### config.mk
export PLATFORM = sky130hd
export DESIGN_NAME = gpio_port
export DESIGN_NICKNAME = d
export VERILOG_FILES = /design/src/common/gpio_pkg.sv /design/src/common/wake_if.sv /design/src/logic/wake_detect.sv /design/src/logic/gpio_port.sv
export SDC_FILE = /design/constraint.sdc
export NUM_CORES = 1
export LEC_CHECK = 0
export ABC_AREA = 0
export BUFFER_PORTS_ARGS = -buffer_cell sky130_fd_sc_hd__buf_2
export CAP_MARGIN = 40
export CORE_ASPECT_RATIO = 0.75
export CORE_MARGIN = 2
export CORE_UTILIZATION = 40
export DETAILED_ROUTE_END_ITERATION = 12
export PLACE_DENSITY = 0.73
export SLEW_MARGIN = 20
export SYNTH_ARGS = -nofsm -noshare
export SYNTH_HDL_FRONTEND = slang
export SYNTH_HIERARCHICAL = 1
export SYNTH_SLANG_ARGS = --single-unit
### constraint.sdc
create_clock -name clk_i -period 2.95 [get_ports clk_i]
set_input_delay 0.295 -clock clk_i [delete_from_list [all_inputs] [get_ports clk_i]]
set_output_delay 0.295 -clock clk_i [all_outputs]
set_load 0.01 [all_outputs]
### src/common/gpio_pkg.sv
// Functional notes
// Port reads return live pin levels
// Any reset sets all direction bits
// Low port: four pins, upper bits zero
// Level-select output follows regulation bit
// High port is full eight bits
// Sleep entry captures high pins 0-3
// Pin change while asleep resets device
// Pin-change wake clears status bit 7
// Wake enabled when config bit 5 zero
// High pin 7 wakes on rising level
// Only input pins can trigger wake
// Outside keeps sleeping pins at defined levels
// Direction load: one floats, zero drives
// Direction registers are write-only
// Latches hold; inputs are not latched
// Each pin direction set independently
// Bit set/clear rewrites whole latch from pins
// Write at cycle end, read samples start
// Software spaces write and read of port
// Sleep compares inputs with captured reference
package gpio_pkg;
  // Register file addresses
  localparam logic [7:0] ADDR_STATUS = 8'h03;
  localparam logic [7:0] ADDR_LOW_PORT = 8'h05;
  localparam logic [7:0] ADDR_HIGH_PORT = 8'h06;
  // Direction-load targets (operand of the direction-load op)
  localparam logic [2:0] DIR_SEL_LOW = 3'h5;
  localparam logic [2:0] DIR_SEL_HIGH = 3'h6;
  localparam logic [2:0] DIR_SEL_CFG = 3'h7;
  // Reset values
  localparam logic [7:0] DIR_RESET = 8'hff;
  localparam logic [5:0] CFG_RESET = 6'h3f;
  // Field positions
  localparam int CFG_WAKE_DIS_BIT = 5;
  localparam int CFG_REG_LEVEL_BIT = 3;
  localparam int STATUS_WAKE_FLAG_BIT = 7;
  localparam int LOW_PORT_WIDTH = 4;
  localparam int HIGH_PORT_WIDTH = 8;
  localparam int SLOW_PIN = 7;
  // Register operation kinds
  typedef enum logic [1:0] {
    OP_NONE = 2'b00,
    OP_WRITE = 2'b01,
    OP_BIT_SET = 2'b10,
    OP_BIT_CLEAR = 2'b11
  } port_op_t;
endpackage

### src/common/wake_if.sv
// Wake comparator signals between the port block and its wake detector
interface wake_if;
  logic sleep_enter; // One-cycle pulse at sleep onset
  logic asleep; // Level while sleeping
  logic enable; // Wake feature enabled
  logic [7:0] pins; // Live high port pins
  logic [7:0] dir; // High port direction
  logic wake; // Wake request pulse
  modport port (output sleep_enter, output asleep, output enable, output pins,
                output dir, input wake);
  modport det (input sleep_enter, input asleep, input enable, input pins,
               input dir, output wake);
endinterface

### src/logic/wake_detect.sv
// Pin-change wake comparator for high pins 0-3 and slow pin 7
module wake_detect
  import gpio_pkg::*;
(
  input wire logic clk_i,
  input wire logic sys_rst_i,
  wake_if.det w
);
  // All state of the detector
  typedef struct packed {
    logic [3:0] ref_lvl; // Captured reference levels
    logic prev7; // Last seen level of slow pin
    logic wake; // Registered wake request
  } wake_state_t;

  wake_state_t s_q;
  wake_state_t s_d;
  logic [3:0] mismatch;
  logic rise7;

  // Next-state logic
  always_comb begin
    s_d = s_q;
    s_d.wake = 1'b0;
    mismatch = '0;
    rise7 = 1'b0;
    // Capture on sleep entry
    if (w.sleep_enter) begin
      s_d.ref_lvl = w.pins[3:0];
    end
    s_d.prev7 = w.pins[SLOW_PIN];
    // One pulse per wake: hold off while the last request is still out
    if (w.asleep && w.enable && !w.sleep_enter && !s_q.wake) begin
      // Compare with reference; inputs only
      mismatch = (w.pins[3:0] ^ s_q.ref_lvl) & w.dir[3:0];
      // Slow pin rising edge
      rise7 = w.pins[SLOW_PIN] && !s_q.prev7 && w.dir[SLOW_PIN];
      // Raise the wake reset
      s_d.wake = (|mismatch) || rise7;
    end
  end

  // State register
  always_ff @(posedge clk_i or posedge sys_rst_i) begin
    if (sys_rst_i) begin
      s_q <= '0;
    end else begin
      s_q <= s_d;
    end
  end

  assign w.wake = s_q.wake;

  // Mismatch on an input pin raises wake next cycle
  property p_wake_on_mismatch;
    @(posedge clk_i) disable iff (sys_rst_i)
      (w.asleep && w.enable && !w.sleep_enter && !w.wake &&
       (|((w.pins[3:0] ^ s_q.ref_lvl) & w.dir[3:0]))) |=> w.wake;
  endproperty
  a_wake_on_mismatch: assert property (p_wake_on_mismatch)
    else $error("wake missed on pin mismatch");

  // Disabled feature never wakes
  property p_no_wake_disabled;
    @(posedge clk_i) disable iff (sys_rst_i)
      !$past(w.enable) |-> !w.wake;
  endproperty
  a_no_wake_disabled: assert property (p_no_wake_disabled)
    else $error("wake while disabled");

  // Output pins never cause a wake
  property p_outputs_ignored;
    @(posedge clk_i) disable iff (sys_rst_i)
      (w.asleep && w.enable && !w.sleep_enter &&
       (((w.pins[3:0] ^ s_q.ref_lvl) & w.dir[3:0]) == 4'h0) &&
       !(w.dir[SLOW_PIN] && $rose(w.pins[SLOW_PIN]))) |=> !w.wake;
  endproperty
  a_outputs_ignored: assert property (p_outputs_ignored)
    else $error("wake from output pin");

  // Slow pin rise wakes
  property p_slow_rise;
    @(posedge clk_i) disable iff (sys_rst_i)
      (w.asleep && w.enable && !w.sleep_enter && !w.wake && w.dir[SLOW_PIN] &&
       $rose(w.pins[SLOW_PIN])) |=> w.wake;
  endproperty
  a_slow_rise: assert property (p_slow_rise)
    else $error("slow pin rise did not wake");
endmodule // wake_detect

### src/logic/gpio_port.sv
// Dual GPIO port with pin-change wake
module gpio_port
  import gpio_pkg::*;
(
  input wire logic clk_i,
  input wire logic sys_rst_i,
  input wire logic cycle_end_i, // Instruction-cycle end strobe
  input wire logic [7:0] addr_i, // Register address
  input wire port_op_t op_i, // Operation on addressed port
  input wire logic [2:0] bit_sel_i, // Bit for set/clear
  input wire logic [7:0] wdata_i, // Working-register data
  input wire logic dir_load_i, // Direction-load strobe
  input wire logic [2:0] dir_sel_i, // Direction-load target
  input wire logic sleep_i, // Sleep instruction strobe
  input wire logic [3:0] low_pins_i, // Low port pin levels
  input wire logic [7:0] high_pins_i, // High port pin levels
  output logic [7:0] rdata_o, // Read data
  output logic [3:0] low_pins_o, // Low port drive values
  output logic [3:0] low_pins_oe_o, // Low port enables
  output logic [7:0] high_pins_o, // High port drive values
  output logic [7:0] high_pins_oe_o, // High port enables
  output logic regulation_level_select_o, // 1 = 5 V, 0 = 3 V pads
  output logic wake_reset_o, // Wake reset pulse to core
  output logic pin_change_wake_flag_o // Status bit 7
);
  // All state of the port block
  typedef struct packed {
    logic [3:0] low_latch;
    logic [7:0] high_latch;
    logic [3:0] low_port_direction;
    logic [7:0] high_port_direction;
    logic [5:0] cfg;
    logic asleep;
    logic wake_flag;
    logic [3:0] low_samp; // Pins sampled at cycle start
    logic [7:0] high_samp;
    logic [7:0] rdata;
    logic wake_rst;
  } port_state_t;

  port_state_t s_q;
  port_state_t s_d;
  wake_if w();

  // Apply set/clear or plain write to a value read from pins
  function automatic logic [7:0] modify(input port_op_t op, input logic [7:0] pins,
                                        input logic [2:0] b, input logic [7:0] wd);
    logic [7:0] r;
    r = pins;
    case (op)
      OP_WRITE: r = wd;
      OP_BIT_SET: r[b] = 1'b1;
      OP_BIT_CLEAR: r[b] = 1'b0;
      default: r = pins;
    endcase
    return r;
  endfunction

  // Next-state logic
  always_comb begin
    s_d = s_q;
    s_d.wake_rst = 1'b0;
    // Sample pins at cycle start; no input latch
    if (cycle_end_i) begin
      s_d.low_samp = low_pins_i;
      s_d.high_samp = high_pins_i;
    end
    // Reads return pins; upper low bits zero
    case (addr_i)
      ADDR_LOW_PORT: s_d.rdata = {4'h0, s_q.low_samp};
      ADDR_HIGH_PORT: s_d.rdata = s_q.high_samp; // all eight pins
      ADDR_STATUS: s_d.rdata = {s_q.wake_flag, 7'h00};
      default: s_d.rdata = 8'h00;
    endcase
    // Read-modify-write from pins; commits at cycle end
    if (cycle_end_i && op_i != OP_NONE) begin
      if (addr_i == ADDR_LOW_PORT) begin
        s_d.low_latch = 4'(modify(op_i, {4'h0, s_q.low_samp}, bit_sel_i, wdata_i));
      end else if (addr_i == ADDR_HIGH_PORT) begin
        s_d.high_latch = modify(op_i, s_q.high_samp, bit_sel_i, wdata_i);
      end
    end
    // Direction load; per bit; no read path
    if (dir_load_i) begin
      case (dir_sel_i)
        DIR_SEL_LOW: s_d.low_port_direction = wdata_i[3:0];
        DIR_SEL_HIGH: s_d.high_port_direction = wdata_i;
        DIR_SEL_CFG: s_d.cfg = wdata_i[5:0];
        default: s_d.cfg = s_q.cfg;
      endcase
    end
    if (sleep_i) begin
      s_d.asleep = 1'b1;
    end
    // Wake resets device; flag cleared, directions set
    if (w.wake) begin
      s_d.asleep = 1'b0;
      s_d.wake_flag = 1'b0;
      s_d.wake_rst = 1'b1;
      s_d.low_port_direction = DIR_RESET[3:0];
      s_d.high_port_direction = DIR_RESET;
    end
  end

  // State register
  always_ff @(posedge clk_i or posedge sys_rst_i) begin
    if (sys_rst_i) begin
      // Reset sets all direction bits
      s_q <= '0;
      s_q.low_port_direction <= DIR_RESET[3:0];
      s_q.high_port_direction <= DIR_RESET;
      s_q.cfg <= CFG_RESET;
      s_q.wake_flag <= 1'b1;
    end else begin
      s_q <= s_d;
    end
  end

  // Elaboration guard: the pin maps here are fixed at four and eight bits
  if (LOW_PORT_WIDTH != 4 || HIGH_PORT_WIDTH != 8 ||
      SLOW_PIN >= HIGH_PORT_WIDTH) begin : g_width_check
    $error("port widths not served by this logic");
  end

  // Wake detector connections
  assign w.sleep_enter = sleep_i && !s_q.asleep;
  assign w.asleep = s_q.asleep;
  // Enabled when wake-disable bit is zero
  assign w.enable = !s_q.cfg[CFG_WAKE_DIS_BIT];
  assign w.pins = high_pins_i;
  assign w.dir = s_q.high_port_direction;

  wake_detect wake_detect_inst (
    .clk_i(clk_i),
    .sys_rst_i(sys_rst_i),
    .w(w.det)
  );

  // Outputs straight from state
  assign rdata_o = s_q.rdata;
  assign low_pins_o = s_q.low_latch;
  assign low_pins_oe_o = ~s_q.low_port_direction;
  assign high_pins_o = s_q.high_latch;
  assign high_pins_oe_o = ~s_q.high_port_direction;
  // Pad level select
  assign regulation_level_select_o = s_q.cfg[CFG_REG_LEVEL_BIT];
  assign wake_reset_o = s_q.wake_rst;
  assign pin_change_wake_flag_o = s_q.wake_flag;

  // Directions all set right after reset
  property p_dir_reset;
    @(posedge clk_i) $fell(sys_rst_i) |-> (high_pins_oe_o == 8'h00 && low_pins_oe_o == 4'h0);
  endproperty
  a_dir_reset: assert property (p_dir_reset)
    else $error("pins not floating after reset");

  // Low port upper bits read zero
  property p_low_upper_zero;
    @(posedge clk_i) disable iff (sys_rst_i)
      (addr_i == ADDR_LOW_PORT) |=> (rdata_o[7:4] == 4'h0);
  endproperty
  a_low_upper_zero: assert property (p_low_upper_zero)
    else $error("low port upper bits not zero");

  // High port read returns sampled pins
  property p_read_pins;
    @(posedge clk_i) disable iff (sys_rst_i)
      (addr_i == ADDR_HIGH_PORT) |=> (rdata_o == $past(s_q.high_samp));
  endproperty
  a_read_pins: assert property (p_read_pins)
    else $error("read not from pins");

  // Wake reset clears the flag
  property p_wake_clears_flag;
    @(posedge clk_i) disable iff (sys_rst_i)
      wake_reset_o |-> !pin_change_wake_flag_o;
  endproperty
  a_wake_clears_flag: assert property (p_wake_clears_flag)
    else $error("wake flag not cleared");

  // Level select tracks config
  property p_level_sel;
    @(posedge clk_i) disable iff (sys_rst_i)
      (dir_load_i && dir_sel_i == DIR_SEL_CFG && !w.wake) |=>
        (regulation_level_select_o == $past(wdata_i[CFG_REG_LEVEL_BIT]));
  endproperty
  a_level_sel: assert property (p_level_sel)
    else $error("level select mismatch");

  // Direction load drives enables
  property p_dir_load;
    @(posedge clk_i) disable iff (sys_rst_i)
      (dir_load_i && dir_sel_i == DIR_SEL_HIGH && !w.wake) |=>
        (high_pins_oe_o == ~$past(wdata_i));
  endproperty
  a_dir_load: assert property (p_dir_load)
    else $error("direction load wrong");

  // Latch holds without a write
  property p_latch_hold;
    @(posedge clk_i) disable iff (sys_rst_i)
      !(cycle_end_i && op_i != OP_NONE) |=> $stable(high_pins_o) && $stable(low_pins_o);
  endproperty
  a_latch_hold: assert property (p_latch_hold)
    else $error("latch changed without write");

  // Bit set writes pin image with bit set
  property p_bit_set;
    @(posedge clk_i) disable iff (sys_rst_i)
      (cycle_end_i && op_i == OP_BIT_SET && addr_i == ADDR_HIGH_PORT) |=>
        (high_pins_o == ($past(s_q.high_samp) | (8'h01 << $past(bit_sel_i))));
  endproperty
  a_bit_set: assert property (p_bit_set)
    else $error("bit set result wrong");

  // Bit clear writes pin image with bit cleared
  property p_bit_clear;
    @(posedge clk_i) disable iff (sys_rst_i)
      (cycle_end_i && op_i == OP_BIT_CLEAR && addr_i == ADDR_HIGH_PORT) |=>
        (high_pins_o == ($past(s_q.high_samp) & ~(8'h01 << $past(bit_sel_i))));
  endproperty
  a_bit_clear: assert property (p_bit_clear)
    else $error("bit clear result wrong");

  // Low port bit clear works on the low pin image
  property p_low_bit_clear;
    @(posedge clk_i) disable iff (sys_rst_i)
      (cycle_end_i && op_i == OP_BIT_CLEAR && addr_i == ADDR_LOW_PORT) |=>
        (low_pins_o == ($past(s_q.low_samp) & ~(4'h1 << $past(bit_sel_i))));
  endproperty
  a_low_bit_clear: assert property (p_low_bit_clear)
    else $error("low bit clear result wrong");

  // Plain write lands in the high latch at cycle end
  property p_high_write;
    @(posedge clk_i) disable iff (sys_rst_i)
      (cycle_end_i && op_i == OP_WRITE && addr_i == ADDR_HIGH_PORT) |=>
        (high_pins_o == $past(wdata_i));
  endproperty
  a_high_write: assert property (p_high_write)
    else $error("high latch write wrong");

  // Plain write keeps the low four data bits
  property p_low_write;
    @(posedge clk_i) disable iff (sys_rst_i)
      (cycle_end_i && op_i == OP_WRITE && addr_i == ADDR_LOW_PORT) |=>
        (low_pins_o == $past(wdata_i[3:0]));
  endproperty
  a_low_write: assert property (p_low_write)
    else $error("low latch write wrong");

  // Low direction load drives low enables
  property p_low_dir_load;
    @(posedge clk_i) disable iff (sys_rst_i)
      (dir_load_i && dir_sel_i == DIR_SEL_LOW && !w.wake) |=>
        (low_pins_oe_o == ~$past(wdata_i[3:0]));
  endproperty
  a_low_dir_load: assert property (p_low_dir_load)
    else $error("low direction load wrong");

  // Wake reset floats every pin
  property p_wake_floats_pins;
    @(posedge clk_i) disable iff (sys_rst_i)
      w.wake |=> (high_pins_oe_o == 8'h00 && low_pins_oe_o == 4'h0);
  endproperty
  a_wake_floats_pins: assert property (p_wake_floats_pins)
    else $error("pins not floating after wake");

  // Wake reset lasts one cycle
  property p_wake_pulse_single;
    @(posedge clk_i) disable iff (sys_rst_i)
      wake_reset_o |=> !wake_reset_o;
  endproperty
  a_wake_pulse_single: assert property (p_wake_pulse_single)
    else $error("wake reset longer than one cycle");

  // Wake reset ends sleep
  property p_wake_ends_sleep;
    @(posedge clk_i) disable iff (sys_rst_i)
      wake_reset_o |-> !s_q.asleep;
  endproperty
  a_wake_ends_sleep: assert property (p_wake_ends_sleep)
    else $error("still asleep after wake");

  // Flag only falls with a wake reset
  property p_flag_fall_on_wake;
    @(posedge clk_i) disable iff (sys_rst_i)
      $fell(pin_change_wake_flag_o) |-> wake_reset_o;
  endproperty
  a_flag_fall_on_wake: assert property (p_flag_fall_on_wake)
    else $error("wake flag fell without wake");

  // Low port read returns sampled pins
  property p_low_read_pins;
    @(posedge clk_i) disable iff (sys_rst_i)
      (addr_i == ADDR_LOW_PORT) |=> (rdata_o == {4'h0, $past(s_q.low_samp)});
  endproperty
  a_low_read_pins: assert property (p_low_read_pins)
    else $error("low read not from pins");

  // Status read shows the flag in bit 7
  property p_status_read;
    @(posedge clk_i) disable iff (sys_rst_i)
      (addr_i == ADDR_STATUS) |=> (rdata_o == {$past(pin_change_wake_flag_o), 7'h00});
  endproperty
  a_status_read: assert property (p_status_read)
    else $error("status read wrong");

  // Pin samples move only at cycle end
  property p_sample_hold;
    @(posedge clk_i) disable iff (sys_rst_i)
      !cycle_end_i |=> ($stable(s_q.high_samp) && $stable(s_q.low_samp));
  endproperty
  a_sample_hold: assert property (p_sample_hold)
    else $error("pin sample moved mid cycle");
endmodule // gpio_port

==> flow_summary.ini, run 1 <==
[routing]
dr_total_vias = 2083
routed_wl_um = 6300
drt_iter0_drc = 156
drc = 0
routed_via_density = 5.19
final_antenna_net_count = 0
wl_per_cell_um = 15.7
drt-pass1-iter-count = 5

[grt]
gr-max-usage-layer = met2
grt_pass1_wl_um = 10400
grt_use_total_pct = 17.3
met2_usage_pct = 25.5
grt_pass1_vias = 2024
grt_overflow_total = 0
grt_antenna_before_repair = 0
grt_use_met1_pct = 25.1
grt_max_degree = 29
use_met3_pct = 3.67

[synth]
post_synth_instance_area_sq_um = 2800
synth_most_common_cell = dfrtp_1
async_flop_share_pct = 100
synth_top_area_cell = dfrtp_1
yosysWarnings = 6
syn_avg_cell_area_sq_um = 10.6
yosys-top-cells-count = dfrtp_1, nor2_1, mux2_2, buf_4, inv_1
ys_seq_area_share_pct = 49.8
synthTopCellsByArea = dfrtp_1, dfstp_2, mux2_2, buf_4, nor2_1
ys_types = 45
syn_nets = 306
synthCells = 265
synth_top_area_share_pct = 35.7
synth_edf_count = 0
synth_seq_cells = 55
synth_top_flop_cell = dfrtp_1

[die]
io_pins = 76
die_x_um = 101
coreArea_sq_um = 6800
die_area_sq_um = 7700
start_util_pct = 41.2
rows = 26
fp.dieH_um = 76.5

[sta]
setup_tns_ns = 0
grt_setup_unrepaired = false
slew_headroom_pct = 56.9
final.setup_skew_ns = 0.00973
finalSetupViolCount = 0
period_needed_ns = 1.36
fmax_ghz = 0.736
period_share_pct = 46.1
layout_setup_ws_ns = 1.59
worstMarginPinSlew_ns = 0.643
whs_ns = 0.130
finalHoldViolCount = 0
drv_slew = 0

[cts]
clk_path_buf_depth = 2
cts_buffers = 5
path_clk_slew_ns = 0.10
cts.sinks = 55
worst_skew_pair.late_latency_ns = 0.32
cts_tree = done
post_cts_buffers = 0
cts_root_buf = clkbuf_8
cts-htree-levels = 2
cts_hold_buf = 1
cts_resized = 0

[power]
total_leakage_power_uw = 0.00167
clockPowerShare_pct = 24.9
pwr_density_cell_nw_per_um2 = 616
p_seq_share_pct = 52.8
p_sw_share_pct = 29.6
combPwrFrac_pct = 22.3
ir_worst_vdd_mv = 0.377
p_sw_uw = 584
p_int_uw = 1390

[placed_design]
hpwl_um = 4870
dp_slack_ns = 1.25
place_inst = 392
io_buffers = 75
place_congestion = 0.862

[worst_setup_path]
startpoint = w.dir[7]$_DFFE_PP1P_
critPathMaxFanout = 3
cp.arrival_ns = 1.06
startpoint_type = register
r2r-start = w.asleep$_DFFE_PP0P_
end_kind = primary output
criticalPathCategory = reg -> out
cp.required_ns = 2.65

[finish]
area_growth_syn_to_layout_pct = 14.4
drive_above_1_share_pct = 39.4
num_antenna_cells = 0
layout.nets = 357
fillers = 649
layout.area.seq_sq_um = 1400
instances_no_fill = 401
multiInputGateArea_sq_um = 1110

[run_status]
status = finished clean

[hold_path]
hold_class = in -> reg
hold_start = high_pins_i[7]

[run]
maxCapViolations = 0
[path summary, 6_finish.rpt]
kind	end	slack [ns]	cells after the start
setup / recovery	high_pins_oe_o[7]	1.59	2
hold / removal	wake_detect_inst/s_q[1]$_DFF_PP0_	0.13	1
setup reg to reg	wake_detect_inst/s_q[3]$_DFFE_PP0P_	1.70	2
hold reg to reg	high_pins_o[1]$_DFFE_PP0P_	0.49	1
max in group asynchronous	pin_change_wake_flag_o$_DFFE_PP1P_	1.81	4
min in group asynchronous	wake_detect_inst/s_q[4]$_DFFE_PP0P_	0.44	3
[flip-flops by register name, summed over array words and instances (netlist names)]
register	flops
w.asleep	1
w.dir	8
wake_detect_inst/s_q	5
wake_reset_o	1
low_pins_o	4
s_q	17
pin_change_wake_flag_o	1
rdata_o	8
high_pins_o	8
regulation_level_select_o	1
wake_detect_inst/w.wake	1
[per-layer routing]
metal / vias to the layer above / wire [um]
li1: 998 / -
met1: 1012 / 3030
met2: 68 / 2840
met3: 5 / 360
met4: 0 / 64
met5: - / 0
[power groups by stage]
stage | clock [uW] | combinational, uW | sequential, uW
2_1_floorplan | 0 | 311 | 1010
3_3_place_gp | 0 | 425 | 1050
3_5_place_dp | 0 | 442 | 1060
4_1_cts | 500 | 446 | 1050
5_1_grt | 528 | 494 | 1070
6_report | 493 | 441 | 1040
[critical path, stage by stage (launching register included)]
cell and delay, ns:
dfstp_2 0.57, inv_1 0.05, buf_2 0.13
[cell type report]
type / instances / share of cell area, %
clock buffers: 7 / 3.36
clock inverters: 1 / 0.156
inverters: 20 / 2.34
multi-input cells: 157 / 34.7
flip-flops and latches: 55 / 43.5
well taps: 84 / 3.28
repair buffers: 77 / 12.6
[through the flow]
step,area (sq um),power [uW],utilization [%]
2_1_floorplan,2800,1320,-
3_3_place_gp,3060,1480,45.1
3_5_place_dp,3080,1500,45.4
4_1_cts,3210,1990,47.2
5_1_grt,3210,2090,47.2
6_report,3210,1980,47.2
[cell families (layout without fill, tap and decap cells)]
logic type,Yosys count,after routing,synth area share (%)
multiplexers,29,29,11.4
AND/OR/NAND/NOR,73,73,14.1
buffers and inverters,53,105,10.5
flip-flops,55,55,49.8
AO/OA/AOI/OAI,51,51,12.9
XOR/XNOR,4,4,1.25
[cell usage in the layout, fill, tap and decap left out, types with 2 or more instances in the layout]
| cell type | n |
|---|---|
| a211o_1 | 12 |
| a21oi_1 | 8 |
| a22o_1 | 2 |
| a22oi_1 | 4 |
| a2bb2oi_1 | 4 |
| a32oi_1 | 3 |
| and2_1 | 3 |
| and3b_1 | 3 |
| buf_2 | 75 |
| clkbuf_8 | 6 |
| dfrtp_1 | 40 |
| dfstp_2 | 15 |
| inv_1 | 19 |
| mux2_1 | 3 |
| mux2_2 | 21 |
| mux2i_1 | 5 |
| nand2_1 | 15 |
| nand2b_1 | 2 |
| nand3_1 | 3 |
| nand4b_1 | 2 |
| nor2_1 | 28 |
| nor2b_1 | 4 |
| nor3b_1 | 2 |
| o21ai_0 | 9 |
| o21ai_1 | 3 |
| xor2_1 | 4 |
Note: power is estimated with default switching activity, not from simulation.
==> run 2: changes to the inputs <==
Settings changed: PLACE_DENSITY 0.73 to 0.75.
Clock period 2.95 ns to 1.25 ns, I/O delays scaled along.
==> run 2 against run 1 <==
Compared with the run above: sequential share of layout area down 1.7 points; count of clock-buffer cells in the layout unchanged; via count up 2.5%; clock skew down 0.0046 ns; die area unchanged; first-iteration DRC count down 42%; largest cell class unchanged; design area up 4.1%; combinational power up 140%; sequential power up 140%; highest routed layer unchanged.
==> flow_summary.ini, run 2 (synthesis gave the netlist of run 1 again) <==
[grt]
grt_pass1_vias = 2129
grt_pass1_wl_um = 10600
grt_overflow_total = 0
grt_antenna_before_repair = 0
grt_use_total_pct = 17.7
grt_max_degree = 29

[finish]
area_growth_syn_to_layout_pct = 19.1
layout.nets = 377
largest_register = s_q
final_area_sq_um = 3340
largest_reg_flops = 17
drive_above_1_share_pct = 42.4
mostFrequentLayoutCells = buf_2, dfrtp_1, nor2_1
num_antenna_cells = 0
final_common_cell = buf_2

[cts]
path_clk_slew_ns = 0.09
cts_buffers = 5
cts-htree-levels = 2
worst_skew_pair.late_latency_ns = 0.31
post_cts_buffers = 0
cts_root_buf = clkbuf_8
clk_path_buf_depth = 2
cts.sinks = 55
cts_tree = done

[die]
coreArea_sq_um = 6800
io_pins = 76
fp.dieH_um = 76.5
die_area_sq_um = 7700
start_util_pct = 41.2
die_x_um = 101
rows = 26

[worst_setup_path]
crit_cells = 2
cp.arrival_ns = 1.05
worstPathCellList = inv_1, buf_2
startpoint_type = register
rr_worst_depth = 3
path_buf_inv = 2
end_kind = primary output
cp.required_ns = 1.12
reg2reg_slack_ns = 0.13
path_delay_family = flip-flops
worst_path_largest_cell_delay_ns = 0.57
cp_slowest_cell = dfstp_2
critPathMaxFanout = 3
criticalPathCategory = reg -> out

[placed_design]
hpwl_um = 5140
place_congestion = 0.883
place_area_sq_um = 3240
io_buffers = 75

[routing]
drt_iter0_drc = 90
routed_via_density = 5.07
drt-pass1-iter-count = 4
routed_wl_um = 6590
dr_total_vias = 2135
final_antenna_net_count = 0
wl_per_cell_um = 15.7
drc = 0

[hold_path]
hold_class = in -> reg
min_path_cells = 2

[run_status]
status = finished clean

[sta]
fmax_ghz = 0.848
worstMarginPinSlew_ns = 0.574
drv_slew = 0
grt_setup_unrepaired = false
final.setup_skew_ns = 0.00515
finalSetupViolCount = 0
period_needed_ns = 1.18
finalHoldViolCount = 0
period_share_pct = 94.4
slew_headroom_pct = 61.7

[power]
total_leakage_power_uw = 0.00174
ir_worst_vdd_mv = 0.489
pwr_density_cell_nw_per_um2 = 1350
total_power_uw = 4490

[run]
maxCapViolations = 0
## run 2: worst paths after layout
path,start,endpoint
setup reg to reg,wake_detect_inst/s_q[2]$_DFFE_PP0P_,wake_detect_inst/w.wake$_DFF_PP0_
setup / recovery,w.dir[7]$_DFFE_PP1P_,high_pins_oe_o[7]
hold reg to reg,high_pins_o[4]$_DFFE_PP0P_,high_pins_o[4]$_DFFE_PP0P_
min in group asynchronous,sys_rst_i,wake_detect_inst/s_q[4]$_DFFE_PP0P_
max in group asynchronous,sys_rst_i,pin_change_wake_flag_o$_DFFE_PP1P_
hold / removal,low_pins_i[3],s_q[20]$_DFFE_PP0P_
## run 2: repair_timing
| item | 4_1_cts | 5_1_grt |
|---|---|---|
| endpoints found under the hold margin | 41 | 0 |
| resized for setup | 0 | 0 |
| setup endpoints to repair | 0 | 0 |
| hold buffers | 2 | 0 |
## run 2: metrics by stage
step | util (%) | TNS [ns] | cells | setup slack, ns | hold slack [ns]
final | 49.1 | 0 | 421 | 0.0706 | 0.0493
after global routing | 49.1 | 0 | 421 | 0.0235 | 0.0460
after CTS | 49.1 | 0 | 421 | 0.0671 | 0.0376
after detailed placement | 47.6 | -1.33 | 411 | -0.228 | 0.0887
after global placement | 47.6 | -0.833 | 411 | -0.164 | 0.0809
after floorplan | - | 0 | 265 | 0.000812 | -0.0840
## run 2: power by group
| group | total [uW] | switching, uW | internal [uW] |
|---|---|---|---|
| combinational | 1080 | 516 | 566 |
| clock | 945 | 550 | 395 |
| sequential | 2470 | 274 | 2190 |
## run 2: layout make-up
class / count / area, sq um
Clock buffer: 7 / 76.3
Clock inverter: 1 / 5.00
Fill cell: 645 / 3460
Inverter: 20 / 78.8
Multi-Input combinational cell: 157 / 1120
Sequential cell: 55 / 1400
Tap cell: 84 / 105
Timing Repair Buffer: 97 / 558
## run 2: metal layers
metal  track usage [%]  up-vias  routed length (um)
met4              3.29        0                  50
met1              26.3     1031                3200
met2              26.7       59                2990
met5                 0        -                   0
met3              3.67        7                 354
li1                  -     1038                   -
==> run 3: changes to the inputs <==
--- a/config.mk
+++ b/config.mk
@@ -14,2 +14,3 @@
 export DETAILED_ROUTE_END_ITERATION = 12
+export GPL_TIMING_DRIVEN = 0
 export PLACE_DENSITY = 0.75
--- a/constraint.sdc
+++ b/constraint.sdc
@@ -3,2 +3,2 @@
 set_output_delay 0.125 -clock clk_i [all_outputs]
-set_load 0.01 [all_outputs]
+set_load 0.02 [all_outputs]
==> run 3 against run 2 <==
Compared with the run above: via count grew 3.7%; power grew 6.7%; first-iteration DRC count grew 32%; largest cell class unchanged.
==> flow_summary.ini, run 3 (synthesis gave the netlist of run 1 again) <==
[cts]
cts_buffers = 5
worst_skew_pair.late_latency_ns = 0.31
path_clk_slew_ns = 0.10
cts_tree = done
cts-htree-levels = 2
cts.sinks = 55
post_cts_buffers = 0
cts_root_buf = clkbuf_8
clk_path_buf_depth = 2

[finish]
instances_no_fill = 433
layout.nets = 389
final_common_cell = buf_2
mostFrequentLayoutCells = buf_2, dfrtp_1, nor2_1
final_area_sq_um = 3440
area_growth_syn_to_layout_pct = 22.7
largest_reg_flops = 17
num_antenna_cells = 0
drive_above_1_share_pct = 45.0
largest_register = s_q

[routing]
dr_total_vias = 2213
wl_per_cell_um = 15.1
drt-pass1-iter-count = 6
routed_wl_um = 6560
routed_via_density = 5.11
drt_iter0_drc = 119
final_antenna_net_count = 0
drc = 0

[power]
combPwrFrac_pct = 26.3
p_seq_share_pct = 50.7
p_sw_share_pct = 31.6
ir_worst_vdd_mv = 0.686
pwr_density_cell_nw_per_um2 = 1390
total_leakage_power_uw = 0.00181
p_sw_uw = 1520
p_int_uw = 3280
clockPowerShare_pct = 22.9

[die]
io_pins = 76
die_area_sq_um = 7700
rows = 26
die_x_um = 101
start_util_pct = 41.2
coreArea_sq_um = 6800
fp.dieH_um = 76.5

[placed_design]
place_area_sq_um = 3300
place_inst = 423
hpwl_um = 5050
io_buffers = 73
place_congestion = 0.887

[run]
maxCapViolations = 0

[sta]
final.setup_skew_ns = 0.0119
drv_slew = 0
fmax_ghz = 0.835
slew_headroom_pct = 64.9
period_share_pct = 95.8
grt_setup_unrepaired = false
finalSetupViolCount = 0
worstMarginPinSlew_ns = 0.527
finalHoldViolCount = 0
period_needed_ns = 1.20

[hold_path]
min_path_cells = 2
hold_class = in -> reg

[worst_setup_path]
startpoint_type = register
critPathMaxFanout = 3
cp.arrival_ns = 1.07
criticalPathCategory = reg -> out
cp.required_ns = 1.12
end_kind = primary output
rr_worst_depth = 2

[grt]
grt_use_total_pct = 17.2
grt_overflow_total = 0
grt_max_degree = 28
grt_pass1_wl_um = 10600
grt_pass1_vias = 2150
grt_antenna_before_repair = 0

[run_status]
status = finished clean
run 3: final cells by class:
class                           count  area [sq um]
Fill cell                         634          3360
Sequential cell                    55          1400
Multi-Input combinational cell    157          1130
Timing Repair Buffer               76           405
Buffer                             33           220
Tap cell                           84           105
Clock buffer                        6          93.8
Inverter                           20          78.8
Clock inverter                      2          13.8
run 3: worst max-delay path, cell delays in order (launching register included):
cell and delay, ns:
dfstp_2 0.56, inv_1 0.05, buf_2 0.15
run 3: through the flow:
stage | total power, uW | setup WS, ns | setup TNS, ns | hold WS [ns] | utilization [%]
6_report | 4800 | 0.0519 | 0 | 0.0401 | 50.6
5_1_grt | 5060 | 0.0158 | 0 | 0.0401 | 50.6
4_1_cts | 4820 | 0.0442 | 0 | 0.0372 | 50.5
3_5_place_dp | 3720 | -0.271 | -2.31 | 0.0817 | 48.6
3_3_place_gp | 3660 | -0.226 | -1.68 | 0.0792 | 48.3
2_1_floorplan | 3260 | 0.000812 | 0 | -0.0840 | -
run 3: path summary, 6_finish.rpt:
check,start,endpoint,slack (ns)
max in group asynchronous,sys_rst_i,w.dir[3]$_DFFE_PP1P_,0.29
min in group asynchronous,sys_rst_i,wake_detect_inst/w.wake$_DFF_PP0_,0.29
min reg2reg,pin_change_wake_flag_o$_DFFE_PP1P_,pin_change_wake_flag_o$_DFFE_PP1P_,0.50
min,low_pins_i[1],s_q[18]$_DFFE_PP0P_,0.04
max reg2reg,w.asleep$_DFFE_PP0P_,wake_detect_inst/s_q[3]$_DFFE_PP0P_,0.11
max,w.dir[7]$_DFFE_PP1P_,high_pins_oe_o[7],0.05
run 3: layer usage:
metal	up-vias	global-route usage (%)	share of wire (%)
met4	0	3.56	0.78
met2	74	26.0	45
met1	1074	25.5	47
met5	-	0	0
li1	1058	-	-
met3	7	3.67	7.1
run 3: power by group through the flow:
stage,Sequential [uW],Combinational [uW],Clock [uW]
CTS,2430,1270,1120
global placement,2450,1210,0
floorplan,2410,855,0
finish,2430,1260,1100
global route,2480,1390,1190
detailed placement,2460,1250,0
run 3: what timing repair did:
action | CTS | global route
resized for setup | 1 | 3
hold buffers | 2 | 0
setup endpoints to repair | 1 | 9
endpoints found under the hold margin | 28 | 0
